===== config.mk =====
export PLATFORM = sky130hd
export DESIGN_NAME = mbr_divider
export DESIGN_NICKNAME = d
export VERILOG_FILES = /design/src/mbr_pkg.sv /design/src/mbr_divider.sv
export SDC_FILE = /design/constraint.sdc
export NUM_CORES = 1
export LEC_CHECK = 0
export ABC_CLOCK_PERIOD_IN_PS = 4600
export BUFFER_PORTS_ARGS = -buffer_cell sky130_fd_sc_hd__buf_2
export CELL_PAD_IN_SITES_DETAIL_PLACEMENT = 0
export CELL_PAD_IN_SITES_GLOBAL_PLACEMENT = 1
export CORE_UTILIZATION = 30
export CTS_BUF_LIST = sky130_fd_sc_hd__clkbuf_4 sky130_fd_sc_hd__clkbuf_8
export DETAILED_ROUTE_END_ITERATION = 16
export PLACE_DENSITY = 0.59
export SYNTH_ARGS = -nofsm -noshare
export SYNTH_HDL_FRONTEND = slang
export SYNTH_SLANG_ARGS = --single-unit

===== constraint.sdc =====
create_clock -name clk_in -period 4.6 [get_ports clk_in]
set_input_delay 0.23 -clock clk_in [delete_from_list [all_inputs] [get_ports clk_in]]
set_output_delay 0.23 -clock clk_in [all_outputs]
set_load 0.05 [all_outputs]

===== src/mbr_pkg.sv =====
package mbr_pkg;

    // ****************************************************************
    // Register map and reset values.
    // ****************************************************************
    localparam logic [15:0] MBR_ADDR_CONTROL_0 = 16'hff4c;
    localparam logic [15:0] MBR_ADDR_CONTROL_1 = 16'hff4d;
    localparam logic [15:0] MBR_ADDR_BAUD_RATE_CONTROL = 16'hff4e;
    localparam logic [7:0] MBR_RST_CONTROL_0 = 8'h10;
    localparam logic [2:0] MBR_RST_CONTROL_1 = 3'h0;
    localparam logic [4:0] MBR_RST_BAUD_RATE_CONTROL = 5'h1f;

    // ****************************************************************
    // Field positions and masks.
    // ****************************************************************
    localparam int MBR_ENABLE_BIT = 7;
    localparam logic [7:0] MBR_CONTROL_0_MASK = 8'h93;
    localparam int MBR_SELECT_MSB = 2;
    localparam int MBR_DIVISOR_MSB = 4;
    localparam logic [4:0] MBR_DIVISOR_MIN = 5'h04;
    localparam logic [2:0] MBR_SELECT_LAST_LEGAL = 3'h5;

    // ****************************************************************
    // Carriers.
    // ****************************************************************
    typedef struct packed {
        logic [15:0] addr;
        logic wr;
        logic rd;
        logic [7:0] wdata;
    } mbr_access_t;

    typedef struct packed {
        logic [4:0] pre_cnt;
        logic [4:0] div_cnt;
        logic [7:0] control_0;
        logic [2:0] base_select;
        logic [4:0] divisor;
        logic div_pulse;
        logic baud;
        logic [7:0] rd_data;
    } mbr_state_t;

endpackage


===== src/mbr_divider.sv =====
`timescale 1ns/100ps
`default_nettype none
// What this block does
// - Reset loads the baud rate register with 1fh, divisor 31.
// - Divisor sits in bits 4 to 0; bits 7 to 5 read zero.
// - Divisor equals field value; codes with upper bits 000 act as four.
// - Counter on the base clock ticks gives one output per k ticks.
// - Bit clock is the counter output halved, base over two k.
// - Base clock is chosen by the three select bits of register one.
// - Select codes 0 to 5 give divide by 1 to 32; 6, 7 prohibited.
// - With enable low the generator is stopped.
module mbr_divider
    import mbr_pkg::*;
(
    input wire logic clk_in,
    input wire logic rst_in,
    input wire logic [15:0] addr_in,
    input wire logic wr_in,
    input wire logic rd_in,
    input wire logic [7:0] wdata_in,
    output logic [7:0] rd_data_out,
    output logic enable_out,
    output logic counter_pulse_out,
    output logic baud_clk_out
);

    // ****************************************************************
    // State and combinational helpers.
    // ****************************************************************
    mbr_access_t acc;
    mbr_state_t s_q;
    mbr_state_t s_d;
    logic enable;
    logic [4:0] k_eff;
    logic [4:0] pre_mask;
    logic base_tick;

    assign acc = '{addr: addr_in, wr: wr_in, rd: rd_in, wdata: wdata_in};
    assign enable = s_q.control_0[MBR_ENABLE_BIT];

    always_comb
    begin
        // Upper bits all zero fold onto the smallest divisor.
        k_eff = (s_q.divisor[4:2] == 3'h0) ? MBR_DIVISOR_MIN : s_q.divisor;
        // Prescaler tap for the selected power of two.
        case (s_q.base_select)
            3'h0: pre_mask = 5'h00;
            3'h1: pre_mask = 5'h01;
            3'h2: pre_mask = 5'h03;
            3'h3: pre_mask = 5'h07;
            3'h4: pre_mask = 5'h0f;
            3'h5: pre_mask = 5'h1f;
            default: pre_mask = 5'h00;
        endcase
        base_tick = enable && (s_q.base_select <= MBR_SELECT_LAST_LEGAL)
            && ((s_q.pre_cnt & pre_mask) == pre_mask);
    end

    // ****************************************************************
    // Next state.
    // ****************************************************************
    always_comb
    begin
        s_d = s_q;
        s_d.div_pulse = 1'b0;
        if (acc.wr)
        begin
            // Registers keep only their defined bits of each written byte.
            case (acc.addr)
                MBR_ADDR_CONTROL_0: s_d.control_0 = acc.wdata & MBR_CONTROL_0_MASK;
                MBR_ADDR_CONTROL_1: s_d.base_select = acc.wdata[MBR_SELECT_MSB:0];
                MBR_ADDR_BAUD_RATE_CONTROL: s_d.divisor = acc.wdata[MBR_DIVISOR_MSB:0];
                default: s_d.control_0 = s_q.control_0;
            endcase
        end
        if (acc.rd)
        begin
            case (acc.addr)
                MBR_ADDR_CONTROL_0: s_d.rd_data = s_q.control_0;
                MBR_ADDR_CONTROL_1: s_d.rd_data = {5'h00, s_q.base_select};
                MBR_ADDR_BAUD_RATE_CONTROL: s_d.rd_data = {3'h0, s_q.divisor};
                default: s_d.rd_data = 8'h00;
            endcase
        end
        if (!enable)
        begin
            // Stopped generator rests in its start state.
            s_d.pre_cnt = 5'h00;
            s_d.div_cnt = 5'h00;
            s_d.baud = 1'b0;
        end
        else
        begin
            s_d.pre_cnt = s_q.pre_cnt + 5'h01;
            if (base_tick)
            begin
                if (s_q.div_cnt == k_eff - 5'h01)
                begin
                    s_d.div_cnt = 5'h00;
                    s_d.div_pulse = 1'b1;
                    s_d.baud = ~s_q.baud;
                end
                else
                begin
                    s_d.div_cnt = s_q.div_cnt + 5'h01;
                end
            end
        end
    end

    always_ff @(posedge clk_in or posedge rst_in)
    begin
        if (rst_in)
        begin
            s_q <= '{pre_cnt: 5'h00, div_cnt: 5'h00, control_0: MBR_RST_CONTROL_0,
                base_select: MBR_RST_CONTROL_1, divisor: MBR_RST_BAUD_RATE_CONTROL,
                div_pulse: 1'b0, baud: 1'b0, rd_data: 8'h00};
        end
        else
        begin
            s_q <= s_d;
        end
    end

    // ****************************************************************
    // Outputs.
    // ****************************************************************
    assign rd_data_out = s_q.rd_data;
    assign enable_out = s_q.control_0[MBR_ENABLE_BIT];
    assign counter_pulse_out = s_q.div_pulse;
    assign baud_clk_out = s_q.baud;

    // ****************************************************************
    // Checks.
    // ****************************************************************
    logic seen_q;

    always_ff @(posedge clk_in or posedge rst_in)
    begin
        if (rst_in)
        begin
            seen_q <= 1'b0;
        end
        else
        begin
            seen_q <= 1'b1;
        end
    end

    a_reset_divisor: assert property (@(posedge clk_in) disable iff (rst_in)
        !seen_q |-> (s_q.divisor == 5'h1f && k_eff == 5'd31))
        else $error("Divisor not 31 after reset.");


    a_upper_bits_zero: assert property (@(posedge clk_in) disable iff (rst_in)
        (rd_in && addr_in == MBR_ADDR_BAUD_RATE_CONTROL) |=> (rd_data_out[7:5] == 3'h0
            && rd_data_out[4:0] == $past(s_q.divisor)))
        else $error("Baud rate register read back wrong.");


    a_divisor_floor: assert property (@(posedge clk_in) disable iff (rst_in)
        (s_q.divisor[4:2] == 3'h0) |-> (k_eff == 5'd4))
        else $error("Small divisor code not folded to four.");


    a_counter_wrap: assert property (@(posedge clk_in) disable iff (rst_in)
        counter_pulse_out |-> ($past(s_q.div_cnt) == $past(k_eff) - 5'h01
            && s_q.div_cnt == 5'h00))
        else $error("Counter output not at k count.");


    a_baud_half: assert property (@(posedge clk_in) disable iff (rst_in)
        $changed(baud_clk_out) && enable_out |-> counter_pulse_out)
        else $error("Bit clock changed without counter output.");


    a_full_rate_tick: assert property (@(posedge clk_in) disable iff (rst_in)
        (enable && s_q.base_select == 3'h0 && s_q.divisor == 5'h04 && s_q.div_cnt == 5'h00
            && !wr_in) ##1 !wr_in |=> ##1 (s_q.div_cnt == 5'h03))
        else $error("Undivided base clock not counted every cycle.");


    a_prohibited_idle: assert property (@(posedge clk_in) disable iff (rst_in)
        (s_q.base_select > 3'h5) |-> !base_tick)
        else $error("Prohibited select produced a tick.");


    a_stopped_rest: assert property (@(posedge clk_in) disable iff (rst_in)
        !enable_out |=> (!counter_pulse_out && !baud_clk_out && s_q.div_cnt == 5'h00))
        else $error("Generator ran while disabled.");

    a_prescaler_rest: assert property (@(posedge clk_in) disable iff (rst_in)
        !enable_out |=> (s_q.pre_cnt == 5'h00))
        else $error("Prescaler ran while disabled.");

    a_bit_clock_hold: assert property (@(posedge clk_in) disable iff (rst_in)
        (enable_out && !counter_pulse_out) |-> (baud_clk_out == $past(baud_clk_out)))
        else $error("Bit clock moved between counter outputs.");


    a_restart_state: assert property (@(posedge clk_in) disable iff (rst_in)
        $rose(enable_out) |-> (s_q.div_cnt == 5'h00 && s_q.pre_cnt == 5'h00 && !baud_clk_out))
        else $error("Generator did not start from rest.");

    // ****************************************************************
    // Scenarios reached.
    // ****************************************************************
    c_baud_toggle: cover property (@(posedge clk_in) disable iff (rst_in)
        $rose(baud_clk_out));
    c_slowest: cover property (@(posedge clk_in) disable iff (rst_in)
        counter_pulse_out && s_q.base_select == 3'h5 && k_eff == 5'd31);
    c_disable_run: cover property (@(posedge clk_in) disable iff (rst_in)
        $fell(enable_out) && s_q.div_cnt != 5'h00);
    c_fastest: cover property (@(posedge clk_in) disable iff (rst_in)
        counter_pulse_out && s_q.base_select == 3'h0 && k_eff == 5'd4);
    c_prohibited_run: cover property (@(posedge clk_in) disable iff (rst_in)
        enable_out && s_q.base_select > MBR_SELECT_LAST_LEGAL);

endmodule
`default_nettype wire


-- Word-level counts from Yosys, hierarchy flattened
Cells that the tools add are included.
- memories kept: 0
- ROM bits: 0
- bits in latches: 0
- logic and storage cells: 43
- RAM bits: 0
- output and inout port bits: 11
- bits of input ports: 28
- flip-flop bits (word level): 32
- add/subtract/negate cells: 3
- order comparisons: 1
- bitwise operators: 2
- equal/unequal tests: 12
- reductions and logical operators: 7
- multipliers: 0
- div/mod/pow operators: 0
- muxes and demuxes: 10
- shifts and indexed selects: 0
- operator list (operator ; count):
    equality test 16 bit (second input constant) ; 3
    case mux 5 bit (5 select lines) ; 1
    case mux 8 bit (3 select lines) ; 1
    2-to-1 mux 5 bit ; 3
    adder 5 x 1 -> 5 bit (second input constant) ; 2
    equality test 5 bit ; 2
    2-to-1 mux 10 bit ; 1
    AND reduction 2 bit ; 4
    equality test 3 x 2 -> 1 bit (second input constant) ; 2
    equality test 3 bit (second input constant) ; 2
    bitwise AND 5 bit ; 1
    subtractor 5 x 1 -> 5 bit (second input constant) ; 1
    2-to-1 mux 2 bit ; 2
    inequality test 2 x 1 -> 1 bit (second input constant) ; 2
    equality test 3 x 1 -> 1 bit (second input constant) ; 1
    less-or-equal comparator 3 bit (second input constant) ; 1
    logical NOT 3 bit ; 1
    logical AND 1 bit ; 2
    2-to-1 mux 1 bit ; 2
    inverter 1 bit ; 1

-- Longest topological paths before layout
Gate-level depths: netlist of run 1.
- depth after elaboration: 7
- gate-level depth with buffers: 7
- mapped depth without buffers: 7

-- Worst setup path after synthesis of run 1
OpenSTA, ideal clock, no wires.
- path type: register -> register
- start point: register s_q[14] (netlist name)
- end point: register s_q[26] (netlist name)
- path buffers: 0
- required time: 4.516 ns
- arrival time: 2.154 ns
- library setup time: 0.084 ns
- cell stages (with the launch flop): 8
- slack: 2.362 ns
- period minus slack after synthesis: 2.238 ns
- path through: dfstp_2 -> o31ai_1 -> ha_1 -> or3b_1 -> and3_1 -> o22ai_1 -> o211ai_1 -> a21boi_0
- cells in the longest elaborated chain, start to end: 7
- ends and longest elaborated chain (item ; RTL line ; RTL):
    from (decl) ; mbr_divider.sv:31 ; mbr_state_t s_q;
    from (signal assigned) ; mbr_divider.sv:115 ; s_q <= '{pre_cnt: 5'h00, div_cnt: 5'h00, control_0: MBR_RST_CONTROL_0,
    logical NOT 3 bit ; mbr_divider.sv:44 ; k_eff = (s_q.divisor[4:2] == 3'h0) ? MBR_DIVISOR_MIN : s_q.divisor;
    2-to-1 mux 5 bit * ; mbr_divider.sv:44 ;
    subtractor 5 x 1 -> 5 bit * ; mbr_divider.sv:97 ; if (s_q.div_cnt == k_eff - 5'h01)
    equality test 5 bit * ; mbr_divider.sv:97 ;
    2-to-1 mux 5 bit * ; mbr_divider.sv:97 ;
    2-to-1 mux 5 bit * ; mbr_divider.sv:95 ; if (base_tick)
    2-to-1 mux 10 bit * ; mbr_divider.sv:85 ; if (!enable)
Every way passes the cells marked *; elsewhere a longest branch is shown, timed or not. The select of a mux whose other input is x is not followed.
A chain may end at the register's enable or synchronous reset.

-- Final worst setup path of run 1
Ends and elaborated chain as after synthesis.

==> flow_metrics.tcl, run 1 <==
set metrics [dict create \
    outcome "finished, final reports clean" \
    fp.coreArea_sq_um 5240 \
    holdCritPathClass "input pin to asynchronous set/reset pin" \
    cts_setup_buffers 0 \
    postSynth.topFlopCell "dfrtp_1" \
    max-clock-path-buffers 2 \
    worst-slew-pin-transition_ns 0.838 \
    cp_slowest_cell "o22ai_1" \
    yosysSeqAreaShare_pct 45.1 \
    gr-total-overflow 0 \
    post-route-drc-count 0 \
    synth_enable_flop_cells 0 \
    cellPowerDensity_nw_per_um2 280 \
    crit_fanout 7 \
    residual_antenna_violating_net_count_after_detailed_routing 0 \
    tcrit_tclk_final_pct 55.5 \
    post_cts_resize_count 0 \
    grt_first_pass_wirelength_microns 5960 \
    number_of_h_tree_branching_levels 2 \
    layout_commonest_cell "buf_2" \
    ff_latch_count_synth 30 \
    layout_min_cycle_time_ns 2.55 \
    achievable-frequency_mhz 392 \
    timing.final.max_slew_violations 0 \
    clock_sink_count 30 \
    chipHeight_microns 76.9 \
    cts.hold.buffers_added 0 \
    final_clock_skew_ns 0.00685 \
    initial_core_util_pct 32.1 \
    most-common-layout-cells "buf_2, dfrtp_1, nand2_1, mux2_2, nand3_1" \
    r2r_end "s_q[26]" \
    critical_path.cell_chain "o31ai_1, ha_1, or3b_1, and3_1, o22ai_1, o211ai_1, a21boi_0" \
    grt_start_max_net_pins 31 \
    critical-path-max-stage-delay_ns 0.46 \
    clock-root-buffer "clkbuf_8" \
    power_uw 552 \
    nets 217 \
    row_count 26 \
    regToRegSetupSlack_ns 2.05 \
    die_w_microns 76.9 \
    warning_count_from_the_yosys_run 0 \
    detail_route.first_pass.iterations 4 \
    via_to_cell_ratio 4.95 \
    setup_total_negative_slack_ns 0 \
    netlist_instances 156 \
    fp.dieArea_sq_um 5910 \
    critical_path.endpoint_type "flip-flop" \
    groute.usage.overall_pct 12.8 \
    grt_pass1_vias 1293 \
    clk_pin_slew_worst_paths_ns 0.07 \
    vdd.ir_drop.worst_uv 147 \
    tritoncts.num_buffers 5 \
    syn_area_sq_um 1680 \
    tritoncts "yes" \
    worst_ep_arrival_time_ns 2.75 \
    place.port_buffers 34 \
    total_leakage_power_uw 0.000929 \
    dr_total_vias 1271 \
    route.final.wire_length_microns 3470 \
    max-cap-violations 0 \
    worst_r2r_startpoint "s_q[14]" \
    post_route_cells_drive_above_1_share_pct 37.4 \
    number_of_antenna_violations_at_the_first_check_in_global_routing 0 \
    gpl.final_weighted_congestion 0.729 \
    cp-start-kind "flip-flop" \
    wl_per_cell_microns 13.5 \
    required_ns 4.79 \
    asyncSetResetFlopFracSynth_pct 100 \
    unrepaired_setup_endpoints_after_global_routing "false" \
    antenna_cells 0 \
    area_growth_syn_to_layout_pct 17.3 \
    worst-path-buf-inv 0 \
    synthesis.area_per_instance_sq_um 10.8 \
    worstSkewPairLatency_ns 0.28 \
    slew_headroom_pct 44.2 \
    finalHoldViolCount 0 \
    final-setup-viol-count 0 \
    reg2regPathDepth 7 \
    iteration_0_drc_count_of_the_detailed_router 68 \
    cp_top_family "compound AO/OA/AOI/OAI gates" \
    path_class "flip-flop to flip-flop" \
    post_synth_num_cell_types 47 \
    io_pins 39 \
    place.detailed.hpwl_microns 2570 \
]
how the worst max path moves through the flow:
stage,to,slack [ns],depth (start not counted),from
6_report,s_q[26],2.05,7,s_q[14]
5_1_grt,s_q[26],1.83,7,s_q[13]
4_1_cts,s_q[26],2.03,7,s_q[13]
3_5_place_dp,s_q[26],2.06,7,s_q[13]
3_3_place_gp,s_q[26],2.13,7,s_q[14]
2_1_floorplan,s_q[26],2.36,7,s_q[14]
layer usage:
| layer | part of all wire [%] | global-route usage, % | vias to the layer above |
|---|---|---|---|
| li1 | - | - | 614 |
| met1 | 48 | 16.8 | 610 |
| met2 | 46 | 20.5 | 42 |
| met3 | 4.9 | 3.33 | 5 |
| met4 | 0.89 | 3.46 | 0 |
| met5 | 0 | 0 | - |
kinds of logic (layout without fill, tap and decap cells):
family	count (synthesis)	count (layout)	synth area share, %
simple gates	51	51	18.3
flops	30	30	45.1
compound gates	28	28	12.2
buf+inv	20	50	6.77
mux	16	16	11.5
xor+xnor	7	7	3.65
fa+ha+maj	3	3	2.23
other cells	1	2	0.223
area by class of cell:
cell class / instances / area, sq um
Multi-Input combinational cell: 107 / 813
Fill cell: 540 / 3260
Tap cell: 70 / 87.6
Clock buffer: 8 / 110
Timing Repair Buffer: 35 / 178
Inverter: 7 / 26.3
Sequential cell: 30 / 758
state kept, by name, summed over array words and instances, names as in the netlist:
name / flops
baud_clk_out: 1
enable_out: 1
counter_pulse_out: 1
s_q: 21
rd_data_out: 6
synth_stat cells (2+ instances only):
cell,count,area [sq um]
dfrtp_1,24,601
o221ai_1,4,35.0
nand3_1,9,45.0
o31ai_1,2,15.0
nor2b_1,4,25.0
o21ai_0,5,25.0
buf_4,8,60.1
nand2_1,11,41.3
xnor2_1,4,35.0
and2_1,5,31.3
o211ai_1,2,15.0
clkbuf_1,3,11.3
mux2_4,4,60.1
a22oi_1,2,15.0
o22ai_1,2,12.5
nand4_1,3,18.8
a21oi_1,4,20.0
dfstp_2,6,158
mux2_2,11,124
xor2_1,3,26.3
inv_1,7,26.3
ha_1,3,37.5
nor2_1,6,22.5
power breakdown:
part	leakage, uW	internal [uW]	switching, uW
sequential	0.000393	266	0.813
combinational	0.000479	11.7	24.1
clock	0.0000575	151	98.0
stage by stage:
step	cells	instance area [sq um]	worst slack [ns]	hold slack [ns]	utilization (%)
6_report	257	1970	2.05	0.0208	37.7
5_1_grt	257	1970	1.83	0.0615	37.7
4_1_cts	257	1970	2.03	0.0248	37.7
3_5_place_dp	249	1860	2.06	0.328	35.6
3_3_place_gp	249	1860	2.13	0.325	35.6
2_1_floorplan	157	1690	2.36	0.316	-
tightest hold or removal path, stage by stage:
cell	delay [ns]
buf_2	0.09
inv_1	0.04
buf_4	0.35
No activity file was read; power rests on OpenSTA's default activity.
==> run 2: changes to the inputs <==
- ABC_AREA: not set -> 1
- ABC_CLOCK_PERIOD_IN_PS: 4600 -> 2200
- PLACE_DENSITY: 0.59 -> 0.64
- clock period: 4.6 -> 2.2 ns (I/O delays scaled with it)
==> run 2 against run 1 <==
Against the previous run:
- combinational power is 56% higher
- global-route usage up 1.4 points
- fmax grew 33%
- final cell count rose by 32%
- routed wire length is 7.0% higher
- total power rose by 94%
- synthesized area increased by 3.9%
- register-to-register slack got worse by 1.8 ns
- die area grew 3.8%
- critical path type unchanged
- critical endpoint is now baud_clk_out
- largest power group unchanged
- highest routed layer unchanged
==> flow_metrics.tcl, run 2 <==
set metrics [dict create \
    yosysSeqAreaShare_pct 43.4 \
    synthesis.area_per_instance_sq_um 7.56 \
    max-cap-violations 0 \
    switching_power_share_of_the_total_pct 21.8 \
    gpl.final_weighted_congestion 0.743 \
    vdd.ir_drop.worst_uv 282 \
    largest_register_ff_count 21 \
    pwr-share-comb_pct 5.2 \
    cellPowerDensity_nw_per_um2 522 \
    grt_first_pass_wirelength_microns 6730 \
    worst_ep_arrival_time_ns 2.09 \
    number_of_h_tree_branching_levels 2 \
    syn_area_sq_um 1750 \
    synth_top_family_by_area "simple AND/OR/NAND/NOR gates" \
    critical_path.endpoint_type "flip-flop" \
    chipHeight_microns 78.3 \
    post-route-drc-count 0 \
    post_synth_and_or_nand_nor_area_fraction_pct 32.4 \
    warning_count_from_the_yosys_run 0 \
    largest-register "s_q" \
    initial_core_util_pct 31.3 \
    switching_power_uw 233 \
    layout.filler_cells 620 \
    synth_commonest_cells "nand2_1, dfrtp_1, inv_1, nand3_1, nor2_1" \
    tritoncts "yes" \
    number_of_antenna_violations_at_the_first_check_in_global_routing 0 \
    achievable-frequency_mhz 519 \
    tcrit_tclk_final_pct 87.6 \
    timing.final.max_slew_violations 0 \
    finalHoldViolCount 0 \
    antenna_cells 0 \
    route.final.wire_length_microns 3710 \
    area_growth_syn_to_layout_pct 17.6 \
    nets 296 \
    clk_pin_slew_worst_paths_ns 0.06 \
    outcome "finished, final reports clean" \
    synth_mux_area_share_pct 0 \
    final-setup-viol-count 0 \
    via_to_cell_ratio 4.35 \
    gr-total-overflow 0 \
    synth_enable_flop_cells 0 \
    post_synth_num_cell_types 31 \
    dr_total_vias 1471 \
    total_leakage_power_uw 0.00107 \
    final_clock_skew_ns 0.00384 \
    synth.area.top_cells "dfrtp_1, nand2_1, dfstp_2" \
    clock-root-buffer "clkbuf_8" \
    place.port_buffers 34 \
    synthDominantCellAreaShare_pct 34.4 \
    ff_latch_count_synth 30 \
    grt_pass1_vias 1520 \
    synth-compound-area-share_pct 9.81 \
    cp-start-kind "flip-flop" \
    detail_route.first_pass.iterations 4 \
    netlist.top_cell.by_area "dfrtp_1" \
    residual_antenna_violating_net_count_after_detailed_routing 0 \
    tritoncts.num_buffers 5 \
    max-clock-path-buffers 2 \
    post_route_cells_drive_above_1_share_pct 27.4 \
    fp.coreArea_sq_um 5570 \
    io_pins 39 \
    fp.dieArea_sq_um 6130 \
    asyncSetResetFlopFracSynth_pct 100 \
    clock_sink_count 30 \
    unrepaired_setup_endpoints_after_global_routing "false" \
    most-common-layout-cells "nand2_1, buf_2, dfrtp_1" \
    required_ns 2.37 \
    synth-xor-area-share_pct 1.50 \
    postLayoutCellArea_sq_um 2050 \
    wl_per_cell_microns 11.0 \
    internal_power_uw 838 \
    layout_min_cycle_time_ns 1.93 \
    iteration_0_drc_count_of_the_detailed_router 64 \
    postSynth.topFlopCell "dfrtp_1" \
    place.detailed.hpwl_microns 2850 \
    power_frac_seq_pct 51.6 \
    path_class "flip-flop to flip-flop" \
    worstSkewPairLatency_ns 0.27 \
    post-synth-top-count-cell "nand2_1" \
    crit_fanout 5 \
    pwr-share-clk_pct 43.2 \
    detailed_place.area_sq_um 1950 \
    die_w_microns 78.3 \
    holdCritPathClass "input pin to flip-flop" \
    groute.usage.overall_pct 14.1 \
    netlist_instances 231 \
    layout_commonest_cell "nand2_1" \
    grt_start_max_net_pins 31 \
    row_count 27 \
    synth-adder-area-share_pct 2.15 \
    setup_total_negative_slack_ns 0 \
]
run 2: cell types whose count changed after synthesis, moves of 4 or more:
cell	delta
inv_2	+7
inv_1	+16
o21ai_1	+10
mux2_4	-4
o221ai_1	-4
nor2b_1	-4
nand2_2	+5
nand2_1	+68
nand3_1	+5
nor2_1	+5
mux2_2	-11
and2_1	-5
run 2: power by group through the flow:
stage	sequential [uW]	combinational [uW]	clock (uW)
3_5_place_dp	562	56.1	0
5_1_grt	552	64.2	508
3_3_place_gp	562	55.7	0
4_1_cts	552	57.7	482
6_report	553	55.8	463
2_1_floorplan	562	27.6	0
run 2: routing by layer:
layer / up-vias / track usage [%] / share of wire [%]
met3: 2 / 3.14 / 3.7
met1: 651 / 18.3 / 51
met5: - / 0 / 0
met2: 25 / 23.1 / 45
li1: 793 / - / -
met4: 0 / 5.00 / 0.62
run 2: worst max-delay path: stages, from the launching register on:
cell and delay (ns):
dfstp_2 0.58, inv_2 0.07, nand3_2 0.10, nand2_2 0.07, ha_1 0.24, inv_1 0.08
nand2_1 0.05, nand2_1 0.07, nand2_1 0.07, a21oi_2 0.18, nand4_1 0.15, nand3_1 0.10
nand2_1 0.05
run 2: cells by family (layout without fill, tap and decap cells):
logic type,Yosys count,after routing
DFF,30,30
and+or+nand+nor,125,125
buffers and inverters,40,74
AOI/OAI and AO/OA,29,29
adders and majority gates,3,3
xor gates and xnor gates,3,3
other,1,2
run 2: timing repair:
item	CTS	global route
resized for setup	0	0
hold buffers	1	0
buffers inserted	0	0
hold endpoints to repair	24	0
run 2: through the flow:
stage	power, uW	std cells	worst slack [ns]	utilization (%)	hold slack (ns)
2_1_floorplan	590	232	0.422	-	0.196
3_3_place_gp	618	329	0.278	34.9	0.208
3_5_place_dp	618	329	0.270	34.9	0.206
4_1_cts	1090	338	0.259	36.8	0.0454
5_1_grt	1120	338	0.0636	36.8	0.0536
6_report	1070	338	0.274	36.8	0.0532
run 2: cell type report:
| class | count | area, sq um | area share [%] |
|---|---|---|---|
| Multi-Input combinational cell | 162 | 810 | 39.4 |
| Inverter | 30 | 113 | 5.48 |
| Timing Repair Buffer | 36 | 188 | 9.14 |
| Clock inverter | 1 | 5.00 | 0.244 |
| Sequential cell | 30 | 758 | 36.9 |
| Tap cell | 72 | 90.1 | 4.39 |
| Clock buffer | 7 | 90.1 | 4.39 |
run 2: final timing paths:
kind / startpoint / to / slack [ns] / cells past startpoint
worst max-delay path: s_q[13] / baud_clk_out / 0.27 / 12
worst min-delay path: wdata_in[2] / s_q[12] / 0.05 / 3
worst max register to register: s_q[13] / baud_clk_out / 0.27 / 12
worst min register to register: s_q[22] / s_q[22] / 0.47 / 2
max in group asynchronous: rst_in / s_q[12] / 1.43 / 4
min in group asynchronous: rst_in / s_q[32] / 0.44 / 4
